### src/hdl/tick_pkg.sv
package tick_pkg;

  // ==========================================================================
  // register map
  localparam logic [7:0] TICK_CTRL_ADDR = 8'h39;
  localparam logic [7:0] IRQ_STATUS_ADDR = 8'h3a;
  localparam logic [7:0] IRQ_ENABLE_ADDR = 8'h3b;
  localparam logic [7:0] IRQ_CLEAR_ADDR = 8'h3c;
  localparam logic [7:0] CTRL_RESET = 8'h00;
  localparam int EN_BIT = 3;
  localparam int RATE_LSB = 0;
  localparam int RATE_W = 3;
  localparam int CTRL_USED_W = 4;
  localparam int IRQ_TICK_BIT = 0;
  localparam int IRQ_RESERVED_BIT = 1;
  localparam int IRQ_W = 2;
  // rate codes the low clock cannot serve
  localparam logic [RATE_W-1:0] LOW_RESERVED_CODE = 3'h7;
  localparam logic [RATE_W-1:0] SLOW_FIRST_RESERVED = 3'h2;

  // ==========================================================================
  // divider geometry
  localparam int DIV_W = 23;
  localparam int GEAR_SPAN = 22;
  localparam int LOW_SPAN = 15;

  // ==========================================================================
  // chip operating modes
  typedef enum logic [3:0] {
    MODE_NORMAL = 4'h1,
    MODE_IDLE = 4'h2,
    MODE_SLOW = 4'h4,
    MODE_STOP = 4'h8
  } op_mode_t;

  typedef struct packed {
    logic enable;
    logic [RATE_W-1:0] rate;
  } tick_ctrl_t;

  typedef struct packed {
    logic [7:0] addr;
    logic [7:0] wdata;
    logic wr;
    logic rd;
  } reg_req_t;

  // tap index per rate code; the two tables differ by clock source
  function automatic logic [4:0] gear_tap(input logic [RATE_W-1:0] code);
    logic [4:0] t;
    t = 5'h00;
    unique case (code)
      3'h0: t = 5'h15;
      3'h1: t = 5'h13;
      3'h2: t = 5'h0e;
      3'h3: t = 5'h0c;
      3'h4: t = 5'h0b;
      3'h5: t = 5'h0a;
      3'h6: t = 5'h09;
      3'h7: t = 5'h07;
    endcase
    return t;
  endfunction : gear_tap

  function automatic logic [4:0] low_tap(input logic [RATE_W-1:0] code);
    logic [4:0] t;
    t = 5'h00;
    unique case (code)
      3'h0: t = 5'h0e;
      3'h1: t = 5'h0c;
      3'h2: t = 5'h07;
      3'h3: t = 5'h05;
      3'h4: t = 5'h04;
      3'h5: t = 5'h03;
      3'h6: t = 5'h02;
      3'h7: t = 5'h00;
    endcase
    return t;
  endfunction : low_tap

endpackage : tick_pkg

### src/hdl/free_divider.sv
`timescale 1ns/10ps
`default_nettype none
module free_divider
  import tick_pkg::*;
#(
  parameter int W = DIV_W
) (
  input wire logic clk,
  input wire logic rst_b,
  input wire logic step,
  output logic [W-1:0] count
);
  // a one-bit chain has no tap worth selecting
  if (W < 2) begin : g_width_check
    $error("free_divider width too small");
  end

  // gated only by step: the chain runs whatever the enable says
  always_ff @(posedge clk or negedge rst_b) begin
    if (!rst_b) begin
      count <= '0;
    end else if (step) begin
      count <= count + W'(1);
    end
  end
endmodule : free_divider
`default_nettype wire

### src/hdl/pin_sync.sv
`timescale 1ns/10ps
`default_nettype none
module pin_sync #(
  parameter int W = 1
) (
  input wire logic clk,
  input wire logic rst_b,
  input wire logic [W-1:0] async_in,
  output logic [W-1:0] sync_out
);
  logic [W-1:0] meta_reg;

  always_ff @(posedge clk or negedge rst_b) begin
    if (!rst_b) begin
      meta_reg <= '0;
      sync_out <= '0;
    end else begin
      meta_reg <= async_in;
      sync_out <= meta_reg;
    end
  end
endmodule : pin_sync
`default_nettype wire

### src/hdl/tick_timer.sv
// Overview of operation
// - while enabled, pulse a tick request at each falling edge of divided source.
// - while disabled, never issue a tick request.
// - gear clock rates for codes 0..7: 2^22,20,15,13,12,11,10,8.
// - low clock rates 2^15,13,8,6,5,4,3; code 7 reserved; slow limits.
// - entering stop clears the enable and keeps the rate field.
// - the divider chain runs regardless of the enable.
// - first tick at the next falling edge after enable; may be short.
// - control bits 7 to 4 read as zero.
// - low clock resynchronised to gear clock, so ticks may jitter.
//
// Our own choice: the address-and-strobe port.
`timescale 1ns/10ps
`default_nettype none
module tick_timer
  import tick_pkg::*;
(
  input wire logic clk,
  input wire logic rst_b,
  input wire logic gear_step,
  input wire logic low_freq_clock,
  input wire logic low_clock_prescale_select,
  input wire logic [3:0] op_mode,
  input wire logic [7:0] reg_addr,
  input wire logic [7:0] reg_wdata,
  input wire logic reg_wr,
  input wire logic reg_rd,
  output logic [7:0] reg_rdata,
  output logic tick_interrupt_request,
  output logic irq
);
  // ==========================================================================
  // elaboration checks on the shared constants
  // the struct overlay needs the enable just above the rate field
  if (EN_BIT != RATE_LSB + RATE_W) begin : g_en_bit_check
    $error("enable bit must sit just above the rate field");
  end
  if (CTRL_USED_W != RATE_W + 1) begin : g_ctrl_width_check
    $error("control width must be rate plus enable");
  end
  // a five-bit tap index cannot reach beyond bit 31
  if (DIV_W > 32 || DIV_W <= GEAR_SPAN || DIV_W <= LOW_SPAN) begin : g_div_width_check
    $error("divider width cannot serve the longest division");
  end
  if (IRQ_TICK_BIT >= IRQ_W || IRQ_RESERVED_BIT >= IRQ_W) begin : g_irq_width_check
    $error("interrupt bits do not fit the status width");
  end

  // one address compare shared by every write-side register
  function automatic logic write_hit(input reg_req_t r, input logic [7:0] a);
    return r.wr && (r.addr == a);
  endfunction : write_hit

  // ==========================================================================
  // request bundling and mode decode
  reg_req_t req;
  op_mode_t mode;
  logic slow_mode;
  logic use_low;

  assign req = '{addr: reg_addr, wdata: reg_wdata, wr: reg_wr, rd: reg_rd};
  assign mode = op_mode_t'(op_mode);
  assign slow_mode = (mode == MODE_SLOW);
  assign use_low = slow_mode || low_clock_prescale_select;

  // ==========================================================================
  // low clock resync and edge step
  // the low clock is foreign, so it is resynchronised; this is the jitter
  logic low_sync;
  logic low_prev_reg;
  logic low_step;

  pin_sync #(.W(1)) u_low_sync (
    .clk(clk),
    .rst_b(rst_b),
    .async_in(low_freq_clock),
    .sync_out(low_sync)
  );

  always_ff @(posedge clk or negedge rst_b) begin
    if (!rst_b) begin
      low_prev_reg <= 1'b0;
    end else begin
      low_prev_reg <= low_sync;
    end
  end

  assign low_step = low_sync && !low_prev_reg;

  // ==========================================================================
  // free-running dividers
  logic [DIV_W-1:0] gear_count;
  logic [DIV_W-1:0] low_count;

  free_divider #(.W(DIV_W)) u_gear_div (
    .clk(clk),
    .rst_b(rst_b),
    .step(gear_step),
    .count(gear_count)
  );

  free_divider #(.W(DIV_W)) u_low_div (
    .clk(clk),
    .rst_b(rst_b),
    .step(low_step),
    .count(low_count)
  );

  // ==========================================================================
  // control register
  tick_ctrl_t ctrl_reg;
  logic stop_prev_reg;
  logic stop_entry;

  always_ff @(posedge clk or negedge rst_b) begin
    if (!rst_b) begin
      stop_prev_reg <= 1'b0;
    end else begin
      stop_prev_reg <= (mode == MODE_STOP);
    end
  end

  assign stop_entry = (mode == MODE_STOP) && !stop_prev_reg;

  always_ff @(posedge clk or negedge rst_b) begin
    if (!rst_b) begin
      ctrl_reg <= tick_ctrl_t'(CTRL_RESET[CTRL_USED_W-1:0]);
    end else begin
      if (write_hit(req, TICK_CTRL_ADDR)) begin
        ctrl_reg.enable <= req.wdata[EN_BIT];
        ctrl_reg.rate <= req.wdata[RATE_LSB +: RATE_W];
      end
      if (stop_entry) begin
        ctrl_reg.enable <= 1'b0;
      end
    end
  end

  // ==========================================================================
  // source selection
  logic [4:0] tap;
  logic src_level;
  logic src_prev_reg;
  logic reserved_code;

  assign tap = use_low ? low_tap(ctrl_reg.rate) : gear_tap(ctrl_reg.rate);
  assign src_level = use_low ? low_count[tap] : gear_count[tap];

  assign reserved_code = use_low &&
    ((ctrl_reg.rate == LOW_RESERVED_CODE) ||
     (slow_mode && ctrl_reg.rate >= SLOW_FIRST_RESERVED));

  always_ff @(posedge clk or negedge rst_b) begin
    if (!rst_b) begin
      src_prev_reg <= 1'b0;
    end else begin
      src_prev_reg <= src_level;
    end
  end

  // ==========================================================================
  // tick request
  logic tick_fire;

  // falling edge, next edge after enable, gated
  assign tick_fire = ctrl_reg.enable && !reserved_code && src_prev_reg && !src_level;

  always_ff @(posedge clk or negedge rst_b) begin
    if (!rst_b) begin
      tick_interrupt_request <= 1'b0;
    end else begin
      tick_interrupt_request <= tick_fire;
    end
  end

  // ==========================================================================
  // interrupt status and enable
  logic [IRQ_W-1:0] irq_status_reg;
  logic [IRQ_W-1:0] irq_enable_reg;
  logic [IRQ_W-1:0] irq_set;
  logic [IRQ_W-1:0] irq_clr;

  logic [IRQ_W-1:0] irq_status_next;

  always_comb begin
    irq_set = '0;
    irq_set[IRQ_TICK_BIT] = tick_fire;
  end

  assign irq_clr = write_hit(req, IRQ_CLEAR_ADDR) ? req.wdata[IRQ_W-1:0] : '0;
  // set wins over a clear in the same cycle, so no tick is ever lost
  assign irq_status_next = (irq_status_reg & ~irq_clr) | irq_set;

  always_ff @(posedge clk or negedge rst_b) begin
    if (!rst_b) begin
      irq_status_reg <= '0;
    end else begin
      irq_status_reg <= irq_status_next;
    end
  end

  always_ff @(posedge clk or negedge rst_b) begin
    if (!rst_b) begin
      irq_enable_reg <= '0;
    end else if (write_hit(req, IRQ_ENABLE_ADDR)) begin
      irq_enable_reg <= req.wdata[IRQ_W-1:0];
    end
  end

  always_ff @(posedge clk or negedge rst_b) begin
    if (!rst_b) begin
      irq <= 1'b0;
    end else begin
      irq <= |(irq_status_next & irq_enable_reg);
    end
  end

  // ==========================================================================
  // read path
  logic [7:0] rd_next;

  always_comb begin
    rd_next = 8'h00;
    unique case (req.addr)
      TICK_CTRL_ADDR: rd_next = {4'h0, ctrl_reg};
      IRQ_STATUS_ADDR: rd_next = {6'h00, irq_status_reg};
      IRQ_ENABLE_ADDR: rd_next = {6'h00, irq_enable_reg};
      default: rd_next = 8'h00;
    endcase
  end

  always_ff @(posedge clk or negedge rst_b) begin
    if (!rst_b) begin
      reg_rdata <= 8'h00;
    end else if (req.rd) begin
      reg_rdata <= rd_next;
    end else begin
      reg_rdata <= 8'h00;
    end
  end
endmodule : tick_timer
`default_nettype wire

### config.mk
export PLATFORM = sky130hd
export DESIGN_NAME = tick_timer
export DESIGN_NICKNAME = d
export VERILOG_FILES = /design/src/hdl/tick_pkg.sv /design/src/hdl/free_divider.sv /design/src/hdl/pin_sync.sv /design/src/hdl/tick_timer.sv
export SDC_FILE = /design/constraint.sdc
export NUM_CORES = 1
export LEC_CHECK = 0
export BUFFER_PORTS_ARGS = -buffer_cell sky130_fd_sc_hd__buf_4
export CORE_AREA = 2 2 91 93
export CTS_CLUSTER_SIZE = 30
export DETAILED_ROUTE_END_ITERATION = 8
export DIE_AREA = 0 0 93 95
export PLACE_DENSITY = 0.65
export SETUP_SLACK_MARGIN = 0.2
export SYNTH_ARGS = -nofsm -noshare
export SYNTH_HDL_FRONTEND = slang
export SYNTH_SLANG_ARGS = --single-unit
### constraint.sdc
create_clock -name clk -period 7.4 [get_ports clk]
set_clock_uncertainty 0.2 [all_clocks]
set_input_delay 0.74 -clock clk [delete_from_list [all_inputs] [get_ports clk]]
set_output_delay 0.74 -clock clk [all_outputs]
set_load 0.01 [all_outputs]
Word-level counts from Yosys, hierarchy flattened
Memory sizes are Yosys's and may differ from the RTL's.
Index checks and enable logic that the tools add are counted.
- flip-flop bits (word level): 65
- memory bits (read-only): 72
- input bits: 27
- output and inout bits: 10
- word-level logic and storage cells: 60
- memories: 2
- $add $sub $neg: 2
- $lt $le $gt $ge: 2
- equality and inequality tests: 7
- multiplexer cells: 11
- bitwise logic cells: 4
- reductions and logical operators: 18
- memory list (memory ; words ; bits a word ; read ports ; clocked after memory_dff ; write ports ; line ; source):
    (no name shown) ; 8 ; 5 ; 1 ; 0 ; 0 ; tick_pkg.sv:52 ; unique case (code)
    (no name shown) ; 8 ; 4 ; 1 ; 0 ; 0 ; tick_pkg.sv:68 ; unique case (code)
- operators by type and width (operator ; count):
    $add A23 B1 Y23 const B ; 2
    $eq A8 B6 Y1 const B ; 4
    $pmux W4 S3 ; 1
    $bmux W1 S5 ; 2
    $logic_and A1 B1 Y1 ; 10
    $mux W4 ; 2
    $lt A5 B6 Y1 const B ; 1
    $mux W5 ; 1
    $and A2 B2 Y2 ; 2
    $eq A4 B3 Y1 const B ; 1
    $eq A4 B4 Y1 const B ; 1
    $logic_not A1 Y1 ; 4
    $mux W1 ; 4
    $eq A3 B3 Y1 const B ; 1
    $ge A3 B2 Y1 const B ; 1
    $logic_or A1 B1 Y1 ; 2
    $mux W2 ; 1
    $not A2 Y2 ; 1
    $or A2 B1 Y2 ; 1
    $reduce_bool A2 Y1 ; 1
    $reduce_or A2 Y1 ; 1

Longest topological paths before layout
Gate-level depths: netlist (run 1).
- depth after elaboration: 11
- mapped depth: 13
- gate-level depth less buffers: 10

Modules after synthesis
From an unflattened synthesis (run 1), not the netlist that was laid out.
- cells, all modules: 353
- area, all modules: 3726.1 um^2
- modules (own cells, without submodules) (module ; instances ; cells an instance ; area an instance (um^2) ; seq. area each (um^2)):
    free_divider ; 2 ; 86 ; 1044.8 ; 575.6
    tick_timer ; 1 ; 179 ; 1586.5 ; 425.4
    pin_sync ; 1 ; 2 ; 50.0 ; 50.0

Worst setup path before layout (run 1)
Ideal clock, no wire load.
- path type: input to register
- start: input op_mode[1]
- end: register src_prev_reg
- library setup time: 0.134 ns
- arrival time: 2.792 ns
- required time: 7.066 ns
- path slack: 4.275 ns
- stages on the path: 10
- path buffers: 2
- cell sequence: or4b_4 nand3_1 and2_1 buf_6 buf_6 mux2_1 nand4_1 o21ai_0 or4_4 nand2b_1
- word-level cells in the longest chain between the ends: 6
- elaborated cells between the ends (all ways): 8
- those cells by class: 1 x eq/ne; 6 x mux; 1 x reduce/logical
- ends and longest elaborated chain (element ; line ; source):
    start, declared ; tick_timer.sv:23 ; input wire logic [3:0] op_mode,
    $eq A4 B3 Y1 * ; tick_timer.sv:63 ; assign slow_mode = (mode == MODE_SLOW);
    $logic_or A1 B1 Y1 * ; tick_timer.sv:64 ; assign use_low = slow_mode || low_clock_prescale_select;
    $mux W5 ; tick_timer.sv:146 ; assign tap = use_low ? low_tap(ctrl_reg.rate) : gear_tap(ctrl_reg.rate);
    $bmux W1 S5 ; tick_timer.sv:147 ; assign src_level = use_low ? low_count[tap] : gear_count[tap];
    $mux W1 (not written as such) ; tick_timer.sv:147 ;
    $mux W1 * ; tick_timer.sv:147 ;
    net src_level ; tick_timer.sv:142 ; logic src_level;
    end signal, assigned ; tick_timer.sv:157 ; src_prev_reg <= src_level;
    end, declared ; tick_timer.sv:143 ; logic src_prev_reg;
Mark *: on every way through the listed nets, which the timed path passes. The rest lies on a longest branch. The select of a mux whose other input is x is not followed.
A chain may end at the register's enable or synchronous reset.

Worst setup path in the final report (run 1)
- start: register ctrl_reg[1] (netlist bit)
- end: register src_prev_reg
- word-level cells in the longest chain between the ends: 5
- elaborated cells between the ends (all ways): 8
- those cells by class: 6 x mux; 2 x memory
- ends and longest elaborated chain (element ; line ; source):
    start, declared ; tick_timer.sv:111 ; tick_ctrl_t ctrl_reg;
    start signal, assigned ; tick_timer.sv:127 ; ctrl_reg <= tick_ctrl_t'(CTRL_RESET[CTRL_USED_W-1:0]);
    $mem_v2 Z8 W5 or $mem_v2 Z8 W4 (tied branches) ; n/a ;
    $mux W5 * ; tick_timer.sv:146 ;
    $bmux W1 S5 ; tick_timer.sv:147 ;
    $mux W1 (not written as such) ; tick_timer.sv:147 ;
    $mux W1 * ; tick_timer.sv:147 ;
    net src_level ; tick_timer.sv:142 ;
Marked as above.

==> flow_summary.ini, run 1 <==
[worst_setup_path]
critPathLaunchType = register
required_ns = 7.42
timing.critical_path.slowest_cell_delay_ns = 0.58
regToRegEndpoint = src_prev_reg$_DFF_PN0_
worstReg2RegStart = ctrl_reg[1]$_DFFE_PN0P_
critPathKind = register to register
cp.arrival_ns = 3.45
crit_path_top_delay_cell = sky130_fd_sc_hd__or4_4
timing.critical_path.to_type = register
path_depth = 10
reg2regPathDepth = 10
critical_path.max_fanout = 13
worst-r2r-setup-slack_ns = 3.97
critical_path_buf_inv_count = 1
cpLargestDelayFamily = simple AND/OR/NAND/NOR gates
crit_path_cell_trace = inv_1 -> ha_1 -> mux2_2 -> nand3_1 -> and2_1 -> mux2i_1 -> a31oi_1 -> o311a_1 -> or4_4 -> nand2b_1

[place]
port_buffers = 28
numPlacedInstances = 422
gp_congestion = 0.7864
dp.final_hpwl_mm = 3.965

[pwr]
power_switching_share_pct = 28.86
seq_power_share_pct = 48.8
power.switching_uw = 236.0
internal_power_uw = 581.9
design_power_total_uw = 818.0
power_density_nw_per_um2 = 232.7
power_frac_clock_pct = 35.3
static_leakage_uw = 0.001626
ir_worst_vdd_mv = 0.1013
combPwrFrac_pct = 15.9

[worst_hold_path]
hold_start = u_low_sync.meta_reg$_DFF_PN0_
hold_end = u_low_sync.sync_out$_DFF_PN0_
holdCritPathClass = register to register
hold_path_stages = 0

[synthesis]
async_flop_share_pct = 100.0
synth_top_flop_cell = sky130_fd_sc_hd__dfrtp_1
post_synth_main_area_contributors = sky130_fd_sc_hd__dfrtp_1, sky130_fd_sc_hd__xnor2_1, sky130_fd_sc_hd__nand2_1, sky130_fd_sc_hd__mux2i_1, sky130_fd_sc_hd__xor2_1
synthSimpleGateAreaFrac_pct = 20.35
postSynthCellCount = 296
synth_area_um2 = 3038
muxShareOfSynthArea_pct = 9.020
ys.warnings.count = 0
syn_area_per_cell_um2 = 10.26
netlist.area_leader.share_pct = 46.95
synth-edff-count = 0
synth_common_cells = sky130_fd_sc_hd__dfrtp_1, sky130_fd_sc_hd__nand2_1, sky130_fd_sc_hd__nor2_1
synth-seq-area-share_pct = 46.95
synth_top_family_by_area = simple AND/OR/NAND/NOR gates
yosysMostFrequentCell = sky130_fd_sc_hd__dfrtp_1
synth_top_area_cell = sky130_fd_sc_hd__dfrtp_1
yosys.area_share.xor_xnor_pct = 10.38
synth_fa_ha_area_share_pct = 3.295
synth_seq_cells = 57
synth_compound_area_share_pct = 6.878
synth_cell_type_count = 45

[final_layout]
largest_register_ffs = 22
synthToLayoutAreaGrowth_pct = 15.69
multiInputGateArea_um2 = 1531
register_with_the_most_flip_flops = u_gear_div.count
layout.area.seq_um2 = 1426
final-instance-count-excl-fill = 438
biggestRegsByFlops = u_gear_div.count: 22 flops, u_low_div.count: 16 flops
antenna_cells = 0
drive_gt1_share_pct = 19.22
num-fill-cells = 775
layout.nets = 363

[sta]
totalNegativeSetupSlack_ns = 0
hold_viol = 0
slew-limit-headroom_pct = 52.83
finalSetupViolations = 0
portion_of_the_clock_cycle_consumed_by_the_worst_path_in_the_final_layout_pct = 46.37
achievable_freq_mhz = 291.4
rsz0062_at_grt = no
tightest_slew_ns = 0.7076
min_period_ns = 3.431
slew_violations = 0

[clock_tree]
cts_sinks = 57
post-cts-setup-buffers = 0
clockRootBuffer = sky130_fd_sc_hd__clkbuf_8
cts-resized-gates = 0
cts.path.max_buffers = 2
h-tree-depth = 3
total_cts_buffers = 9
clkSlewWorstSetupHoldPaths_ns = 0.07
clock_latency_ns = 0.34
cts.hold.buffers_added = 0
clock_tree_from_tritoncts = built

[detailed_routing]
postRouteWirelength_mm = 5.547
wl_per_cell_um = 12.66
post_drt_via_cell_ratio = 4.900
dr.first_iter.drc_count = 86
vias = 2146
route.detailed.drc = 0
drt_pass1_iterations = 4
antenna_violating_nets_post_route = 0

[job]
max_cap_violations = 0

[grt]
grt_start_max_net_pins = 58
grt_pass1_vias = 2121
grtUsageTotal_pct = 14.22
remaining_global_route_overflow = 0
grt_antenna_before_repair = 0
first_pass_grt_wire_length_mm = 9.798

[floorplan]
start_util_pct = 38.32
floorplan.rows = 33
die_h_um = 95
die_footprint_um2 = 8835
dieWidth_um = 93
core_region_area_um2 = 7928
ioPinCount = 37

[status]
status = completed
-- worst reg2reg max path: cells and delay by family (launching register included) --
family,cells,cell delay [ns]
buffers and inverters,1,0.16
AND/OR/NAND/NOR,4,1.37
multiplexers,2,0.60
adder cells (fa/ha/maj),1,0.20
AO/OA/AOI/OAI,2,0.23
flip-flops,1,0.55
-- area by class of cell --
class | count | area share (%)
timing repair buffer | 28 | 5.981
clock inverter | 5 | 1.566
sequential | 57 | 40.58
inverter | 5 | 0.5340
multi-input combinational | 227 | 43.57
tap | 105 | 3.738
clock buffer | 11 | 4.023
-- metal layers --
layer / vias up / track usage [%] / wire [um]
met4: 0 / 7.353 / 103
met3: 10 / 3.671 / 207
met2: 36 / 22.95 / 2583
li1: 1074 / - / -
met5: - / 0 / 0
met1: 1026 / 17.62 / 2652
-- cells by family after synthesis --
| kind of cell | count (synthesis) |
|---|---|
| XOR/XNOR | 36 |
| AO/OA/AOI/OAI | 30 |
| AND/OR/NAND/NOR | 123 |
| flip-flops | 57 |
| buffers and inverters | 15 |
| multiplexers | 26 |
| adder cells (fa/ha/maj) | 8 |
| other | 1 |
-- stage by stage --
stage,utilization (%),cell area (um2),worst slack [ns],hold WS [ns]
2_1_floorplan,-,3049,4.275,0.1312
3_3_place_gp,41.86,3318,3.734,0.1370
3_5_place_dp,41.86,3318,3.712,0.1479
4_1_cts,44.33,3515,3.946,0.1631
5_1_grt,44.33,3515,3.710,0.1712
6_report,44.33,3515,3.969,0.1613
-- layout by cell type (no fill, tap or decap), types with 2 or more instances in the layout --
cell                         netlist  final
sky130_fd_sc_hd__or2_2             5      5
sky130_fd_sc_hd__nand3_1          10     10
sky130_fd_sc_hd__a22oi_1           3      3
sky130_fd_sc_hd__mux2i_1          15     15
sky130_fd_sc_hd__clkbuf_8          0     10
sky130_fd_sc_hd__and2_1            5      5
sky130_fd_sc_hd__nand2b_1          7      7
sky130_fd_sc_hd__a21oi_1           6      6
sky130_fd_sc_hd__dfrtp_1          57     57
sky130_fd_sc_hd__nor3_1            3      3
sky130_fd_sc_hd__mux2_2           10     10
sky130_fd_sc_hd__inv_1             5      5
sky130_fd_sc_hd__a211oi_1          4      4
sky130_fd_sc_hd__nor2_1           26     26
sky130_fd_sc_hd__nand2_1          42     42
sky130_fd_sc_hd__o21ai_0           3      3
sky130_fd_sc_hd__buf_4             5     28
sky130_fd_sc_hd__clkinv_2          0      2
sky130_fd_sc_hd__clkinvlp_4        0      2
sky130_fd_sc_hd__conb_1            1      4
sky130_fd_sc_hd__xor2_1           14     14
sky130_fd_sc_hd__ha_1              8      8
sky130_fd_sc_hd__nand4_1           9      9
sky130_fd_sc_hd__and3_1            6      6
sky130_fd_sc_hd__nor2b_1           3      3
sky130_fd_sc_hd__a31oi_1           2      2
sky130_fd_sc_hd__o21ai_1           3      3
sky130_fd_sc_hd__xnor2_1          22     22
-- worst max-delay path by stage --
| stage | startpoint | end | slack (ns) |
|---|---|---|---|
| floorplan | op_mode[1] | src_prev_reg$_DFF_PN0_ | 4.27 |
| global placement | op_mode[1] | src_prev_reg$_DFF_PN0_ | 3.73 |
| detailed placement | op_mode[1] | src_prev_reg$_DFF_PN0_ | 3.71 |
| CTS | ctrl_reg[1]$_DFFE_PN0P_ | src_prev_reg$_DFF_PN0_ | 3.95 |
| global route | ctrl_reg[1]$_DFFE_PN0P_ | src_prev_reg$_DFF_PN0_ | 3.71 |
| finish | ctrl_reg[1]$_DFFE_PN0P_ | src_prev_reg$_DFF_PN0_ | 3.97 |
-- power by group through the flow --
stage | clock [uW] | sequential [uW] | combinational, uW
after global placement | 0 | 403 | 128
after floorplan | 0 | 390 | 102
final | 289 | 399 | 130
after CTS | 295 | 400 | 133
after global routing | 312 | 409 | 150
after detailed placement | 0 | 405 | 130
Note: power is estimated with default switching activity, not from simulation.
==> run 2: changes to the inputs <==
--- a/config.mk
+++ b/config.mk
@@ -5,12 +5,13 @@
 export SDC_FILE = /design/constraint.sdc
 export NUM_CORES = 1
 export LEC_CHECK = 0
+export ABC_AREA = 1
 export BUFFER_PORTS_ARGS = -buffer_cell sky130_fd_sc_hd__buf_4
-export CORE_AREA = 2 2 91 93
+export CORE_AREA = 2 2 96 98
 export CTS_CLUSTER_SIZE = 30
 export DETAILED_ROUTE_END_ITERATION = 8
-export DIE_AREA = 0 0 93 95
-export PLACE_DENSITY = 0.65
+export DIE_AREA = 0 0 98 100
+export PLACE_DENSITY = 0.67
 export SETUP_SLACK_MARGIN = 0.2
 export SYNTH_ARGS = -nofsm -noshare
 export SYNTH_HDL_FRONTEND = slang
==> constraint.sdc (replaced) <==
create_clock -name clk -period 3.1 [get_ports clk]
set_clock_uncertainty 0.2 [all_clocks]
set_input_delay 0.31 -clock clk [delete_from_list [all_inputs] [get_ports clk]]
set_output_delay 0.31 -clock clk [all_outputs]
set_load 0.01 [all_outputs]
==> flow_summary.ini, run 2 <==
[clock_tree]
clockRootBuffer = sky130_fd_sc_hd__clkbuf_8
total_cts_buffers = 9
cts.path.max_buffers = 2
h-tree-depth = 3
clock_latency_ns = 0.34
clkSlewWorstSetupHoldPaths_ns = 0.07
clock_tree_from_tritoncts = built
cts_sinks = 58

[place]
place_ws_ns = 0.4237
gp_congestion = 0.9015
dp.final_hpwl_mm = 4.786
placed_cell_area_um2 = 3696
port_buffers = 28

[status]
status = completed

[synthesis]
async_flop_share_pct = 100.0
ys.warnings.count = 0
synth_common_cells = sky130_fd_sc_hd__nand2_1, sky130_fd_sc_hd__inv_1, sky130_fd_sc_hd__dfrtp_1
synth_top_area_cell = sky130_fd_sc_hd__dfrtp_1
netlist.area_leader.share_pct = 42.73
postSynthCellCount = 426
synth-seq-area-share_pct = 42.73
syn_area_per_cell_um2 = 7.974
post_synth_main_area_contributors = sky130_fd_sc_hd__dfrtp_1, sky130_fd_sc_hd__nand2_1, sky130_fd_sc_hd__xor2_1, sky130_fd_sc_hd__inv_1, sky130_fd_sc_hd__nand3_1
synth_top_flop_cell = sky130_fd_sc_hd__dfrtp_1
synth-edff-count = 0
synth_cell_type_count = 32
yosysMostFrequentCell = sky130_fd_sc_hd__nand2_1
synth_seq_cells = 58
synth_area_um2 = 3397

[worst_setup_path]
cp.arrival_ns = 2.57
critPathKind = register to register
critPathLaunchType = register
critical_path.max_fanout = 16
timing.critical_path.to_type = register
reg2regPathDepth = 18
required_ns = 3.14

[final_layout]
biggestRegsByFlops = u_gear_div.count: 23 flops, u_low_div.count: 16 flops
multiInputGateArea_um2 = 1619
antenna_cells = 0
synthToLayoutAreaGrowth_pct = 17.42
layout.nets = 501
most-common-layout-cells = sky130_fd_sc_hd__nand2_1, sky130_fd_sc_hd__inv_1, sky130_fd_sc_hd__dfrtp_1
register_with_the_most_flip_flops = u_gear_div.count
layout.area.seq_um2 = 1451
num-fill-cells = 884
drive_gt1_share_pct = 16.35
largest_register_ffs = 23
layout_commonest_cell = sky130_fd_sc_hd__nand2_1
post-route-cell-area_um2 = 3989

[floorplan]
core_region_area_um2 = 8890
ioPinCount = 37
die_footprint_um2 = 9800
floorplan.rows = 35
start_util_pct = 38.21
dieWidth_um = 98
die_h_um = 100

[detailed_routing]
post_drt_via_cell_ratio = 4.730
postRouteWirelength_mm = 6.592
drt_pass1_iterations = 4
vias = 2753
wl_per_cell_um = 11.33
dr.first_iter.drc_count = 128
route.detailed.drc = 0
antenna_violating_nets_post_route = 0

[worst_hold_path]
hold_path_stages = 3
holdCritPathClass = input pin to register

[pwr]
ir_worst_vdd_mv = 0.2543
power_density_nw_per_um2 = 527.6
static_leakage_uw = 0.002064

[sta]
setup_ws_ns = 0.5691
hold_viol = 0
rsz0062_at_grt = no
min_period_ns = 2.531
portion_of_the_clock_cycle_consumed_by_the_worst_path_in_the_final_layout_pct = 81.64
slew_violations = 0
tightest_slew_ns = 0.7248
achievable_freq_mhz = 395.1
totalNegativeSetupSlack_ns = 0
finalSetupViolations = 0
slew-limit-headroom_pct = 51.68

[grt]
grt_start_max_net_pins = 59
first_pass_grt_wire_length_mm = 11.77
grt_antenna_before_repair = 0
grtUsageTotal_pct = 14.74
grt_pass1_vias = 2667
remaining_global_route_overflow = 0

[job]
max_cap_violations = 0
[run 2: per-layer routing]
| layer | global-route usage, % | wire, um | part of all wire [%] | up-vias |
|---|---|---|---|---|
| met5 | 0 | 0 | 0 | - |
| met4 | 4.701 | 83 | 1.3 | 0 |
| met3 | 5.710 | 410 | 6.2 | 8 |
| met2 | 23.39 | 2982 | 45 | 61 |
| met1 | 18.65 | 3116 | 47 | 1274 |
| li1 | - | - | - | 1410 |
[run 2: worst max-delay path, cell delays in order, from the launching register on]
cell                      delay, ns
sky130_fd_sc_hd__dfrtp_1       0.49
sky130_fd_sc_hd__inv_1         0.17
sky130_fd_sc_hd__ha_1          0.21
sky130_fd_sc_hd__inv_1         0.05
sky130_fd_sc_hd__nand2_1       0.04
sky130_fd_sc_hd__nand2_1       0.12
sky130_fd_sc_hd__nand3_2       0.15
sky130_fd_sc_hd__nand2_4       0.20
sky130_fd_sc_hd__nand2_1       0.08
sky130_fd_sc_hd__nand3_1       0.09
sky130_fd_sc_hd__nand3_1       0.07
sky130_fd_sc_hd__nand3_1       0.08
sky130_fd_sc_hd__nand2_1       0.06
sky130_fd_sc_hd__inv_1         0.06
sky130_fd_sc_hd__nand2_1       0.09
sky130_fd_sc_hd__nand3_2       0.10
sky130_fd_sc_hd__nand2_2       0.06
sky130_fd_sc_hd__nand2_1       0.05
sky130_fd_sc_hd__nand2_1       0.04
[run 2: power breakdown]
part           switching, uW  internal [uW]  total [uW]  leakage (uW)
registers               88.9            850         939      0.000739
logic                    245            161         406       0.00122
clock network            310            450         760      0.000105
[run 2: cells by family (layout without fill, tap and decap cells)]
| logic type | Yosys count | after routing | share of synthesized area [%] |
|---|---|---|---|
| AO/OA/AOI/OAI | 16 | 16 | 2.799 |
| XOR/XNOR | 34 | 34 | 8.766 |
| adder cells (fa/ha/maj) | 8 | 8 | 2.947 |
| buffers and inverters | 83 | 125 | 10.09 |
| flip-flops | 58 | 58 | 42.73 |
| other | 1 | 4 | 0.1104 |
| AND/OR/NAND/NOR | 226 | 226 | 32.56 |
[run 2: final cells by class]
| type | count | share of cell area (%) |
|---|---|---|
| Multi-Input combinational cell | 288 | 40.59 |
| Sequential cell | 58 | 36.39 |
| Inverter | 75 | 7.058 |
| Timing Repair Buffer | 34 | 7.026 |
| Tap cell | 111 | 3.482 |
| Clock buffer | 9 | 3.105 |
| Clock inverter | 7 | 2.353 |
[run 2: repair_timing]
| item | CTS | global route |
|---|---|---|
| setup buffers | 0 | 1 |
| hold endpoints to repair | 63 | 0 |
| endpoints found under the setup margin | 0 | 1 |
| hold buffers | 5 | 0 |
| gates resized for setup | 0 | 2 |
[run 2: final timing paths]
| kind | startpoint | end | slack [ns] |
|---|---|---|---|
| max | ctrl_reg[1]$_DFFE_PN0P_ | irq$_DFF_PN0_ | 0.57 |
| min | reg_wdata[2] | ctrl_reg[2]$_DFFE_PN0P_ | 0.02 |
| max reg2reg | ctrl_reg[1]$_DFFE_PN0P_ | irq$_DFF_PN0_ | 0.57 |
| min reg2reg | u_low_sync.meta_reg$_DFF_PN0_ | u_low_sync.sync_out$_DFF_PN0_ | 0.15 |
| max in group asynchronous | rst_b | u_low_div.count[15]$_DFFE_PN0P_ | 1.86 |
| min in group asynchronous | rst_b | irq_enable_reg[1]$_DFFE_PN0P_ | 0.36 |
[run 2: through the flow]
step	std cells	utilization, %	hold slack (ns)	power (uW)
after CTS	581	44.59	0.005269	2124
after global placement	560	41.58	0.1312	1325
final	582	44.87	0.02194	2105
after global routing	582	44.87	0.01599	2241
after floorplan	429	-	-0.1856	1228
after detailed placement	560	41.58	0.1410	1345
==> run 3: changes to the inputs <==
--- a/config.mk
+++ b/config.mk
@@ -5,13 +5,13 @@
 export SDC_FILE = /design/constraint.sdc
 export NUM_CORES = 1
 export LEC_CHECK = 0
-export ABC_AREA = 1
+export ABC_AREA = 0
 export BUFFER_PORTS_ARGS = -buffer_cell sky130_fd_sc_hd__buf_4
-export CORE_AREA = 2 2 96 98
+export CORE_AREA = 2 2 91 93
 export CTS_CLUSTER_SIZE = 30
 export DETAILED_ROUTE_END_ITERATION = 8
-export DIE_AREA = 0 0 98 100
-export PLACE_DENSITY = 0.67
+export DIE_AREA = 0 0 93 95
+export PLACE_DENSITY = 0.65
 export SETUP_SLACK_MARGIN = 0.2
 export SYNTH_ARGS = -nofsm -noshare
 export SYNTH_HDL_FRONTEND = slang
==> constraint.sdc (replaced) <==
create_clock -name clk -period 2.45 [get_ports clk]
set_clock_uncertainty 0.2 [all_clocks]
set_input_delay 0.245 -clock clk [delete_from_list [all_inputs] [get_ports clk]]
set_output_delay 0.245 -clock clk [all_outputs]
set_load 0.01 [all_outputs]
==> flow_summary.ini, run 3 (synthesis gave the netlist of run 1 again) <==
[status]
status = complete, but fails checks
violations = negative setup slack

[worst_setup_path]
cpLargestDelayFamily = simple AND/OR/NAND/NOR gates
cp.arrival_ns = 2.78
crit_path_top_delay_cell = sky130_fd_sc_hd__or4_4
critical_path.max_fanout = 5
dominant_cell_type_by_count_on_the_critical_path = sky130_fd_sc_hd__or2_4
critPathKind = register to register
timing.critical_path.slowest_cell_delay_ns = 0.57
required_ns = 2.48
critical_path_buf_inv_count = 2
timing.critical_path.to_type = register
crit_path_cell_trace = buf_6 -> inv_4 -> ha_4 -> or2_4 -> a211oi_4 -> or2_4 -> mux2_4 -> o21ai_2 -> or4_4 -> nand2b_4
critPathLaunchType = register

[final_layout]
antenna_cells = 0
final-instance-count-excl-fill = 486
synthToLayoutAreaGrowth_pct = 33.81
most-common-layout-cells = sky130_fd_sc_hd__buf_4, sky130_fd_sc_hd__dfrtp_1, sky130_fd_sc_hd__nand2_1
layout_commonest_cell = sky130_fd_sc_hd__buf_4
biggestRegsByFlops = u_gear_div.count: 22 flops, u_low_div.count: 16 flops
largest_register_ffs = 22
drive_gt1_share_pct = 31.76
layout.nets = 411
register_with_the_most_flip_flops = u_gear_div.count
postLayoutCoreUtil_pct = 51.28

[clock_tree]
clockRootBuffer = sky130_fd_sc_hd__clkbuf_8
cts_sinks = 57
cts.path.max_buffers = 2
clock_latency_ns = 0.33
h-tree-depth = 3
clkSlewWorstSetupHoldPaths_ns = 0.06
total_cts_buffers = 9
clock_tree_from_tritoncts = built

[sta]
achievable_freq_mhz = 362.9
rsz0062_at_grt = yes
hold_viol = 0
slew-limit-headroom_pct = 52.64
setup_ws_ns = -0.3053
min_period_ns = 2.755
finalSetupViolations = 4
portion_of_the_clock_cycle_consumed_by_the_worst_path_in_the_final_layout_pct = 112.5
tightest_slew_ns = 0.7104
slew_violations = 0
totalNegativeSetupSlack_ns = -1.064

[floorplan]
start_util_pct = 38.32
floorplan.rows = 33
ioPinCount = 37
dieWidth_um = 93
core_region_area_um2 = 7928
die_h_um = 95
die_footprint_um2 = 8835

[pwr]
ir_worst_vdd_mv = 0.4377
design_power_total_uw = 2661
power_density_nw_per_um2 = 654.5
static_leakage_uw = 0.001892

[place]
port_buffers = 28
place_ws_ns = -0.3274
gp_congestion = 0.8903
numPlacedInstances = 449
dp.final_hpwl_mm = 4.259

[worst_hold_path]
holdCritPathClass = input pin to register

[detailed_routing]
wl_per_cell_um = 12.62
postRouteWirelength_mm = 6.132
antenna_violating_nets_post_route = 0
dr.first_iter.drc_count = 89
drt_pass1_iterations = 4
route.detailed.drc = 0
post_drt_via_cell_ratio = 4.825
vias = 2345

[grt]
grt_start_max_net_pins = 58
remaining_global_route_overflow = 0
grt_pass1_vias = 2291
grtUsageTotal_pct = 15.15
first_pass_grt_wire_length_mm = 10.41
grt_antenna_before_repair = 0

[job]
max_cap_violations = 0
## run 3: changes by cell type in the layout (fill, tap and decap cells not counted), moves of 7 or more
cell / delta
sky130_fd_sc_hd__inv_1: -70
sky130_fd_sc_hd__nand2_1: -67
sky130_fd_sc_hd__nand3_1: -41
sky130_fd_sc_hd__buf_4: +35
sky130_fd_sc_hd__xnor2_1: +20
sky130_fd_sc_hd__xor2_1: -18
sky130_fd_sc_hd__mux2i_1: +13
sky130_fd_sc_hd__mux2_2: +8
sky130_fd_sc_hd__nor2_1: +8
sky130_fd_sc_hd__nand2_2: -7
sky130_fd_sc_hd__nor4_1: -7
## run 3: final cells by class
| class | count | area, um2 |
|---|---|---|
| sequential | 57 | 1429 |
| timing repair buffer | 76 | 605.6 |
| tap | 105 | 131.4 |
| fill | 717 | 3862 |
| clock inverter | 2 | 35.03 |
| multi-input combinational | 227 | 1665 |
| inverter | 5 | 26.28 |
| clock buffer | 14 | 172.7 |
## run 3: timing repair
action | 4_1_cts | 5_1_grt
buffers inserted | 6 | 4
resized for setup | 9 | 10
setup endpoints to repair | 4 | 7
hold buffers | 11 | 0
pin swaps | 5 | 3
hold endpoints to repair | 71 | 0
## run 3: layer usage
layer	GRT usage [%]	routed length, um	vias to the layer above
met5	0	0	-
met2	24.76	3043	38
met1	18.82	2805	1127
met3	5.028	189	9
met4	5.515	94	0
li1	-	-	1171
## run 3: path summary, 6_finish.rpt
path / endpoint / startpoint / slack, ns / cells past startpoint
worst max-delay path: src_prev_reg$_DFF_PN0_ / ctrl_reg[0]$_DFFE_PN0P_ / -0.31 / 10
worst min-delay path: reg_rdata[0]$_DFF_PN0_ / reg_addr[2] / 0.03 / 4
worst max register to register: src_prev_reg$_DFF_PN0_ / ctrl_reg[0]$_DFFE_PN0P_ / -0.31 / 10
worst min register to register: u_low_sync.sync_out$_DFF_PN0_ / u_low_sync.meta_reg$_DFF_PN0_ / 0.15 / 0
max in group asynchronous: u_gear_div.count[0]$_DFFE_PN0P_ / rst_b / 1.24 / 2
min in group asynchronous: u_gear_div.count[6]$_DFFE_PN0P_ / rst_b / 0.30 / 2
## run 3: report_power, final
group          internal [uW]  total [uW]  switching [uW]
Combinational            312         553             241
Sequential              1060        1200             144
Clock                    552         903             351
Total                   1920        2660             736
## run 3: worst reg2reg max path, stage by stage, from the launching register on
cell,delay [ns]
sky130_fd_sc_hd__dfrtp_2,0.46
sky130_fd_sc_hd__buf_6,0.14
sky130_fd_sc_hd__inv_4,0.05
sky130_fd_sc_hd__ha_4,0.19
sky130_fd_sc_hd__or2_4,0.24
sky130_fd_sc_hd__a211oi_4,0.22
sky130_fd_sc_hd__or2_4,0.20
sky130_fd_sc_hd__mux2_4,0.17
sky130_fd_sc_hd__o21ai_2,0.05
sky130_fd_sc_hd__or4_4,0.57
sky130_fd_sc_hd__nand2b_4,0.16
## run 3: stage by stage
stage | hold slack (ns) | cell area, um2
floorplan | -0.2506 | 3133
finish | 0.03145 | 4065
detailed placement | 0.1426 | 3591
global placement | 0.1441 | 3591
global route | 0.03276 | 4065
CTS | 0.01431 | 3993
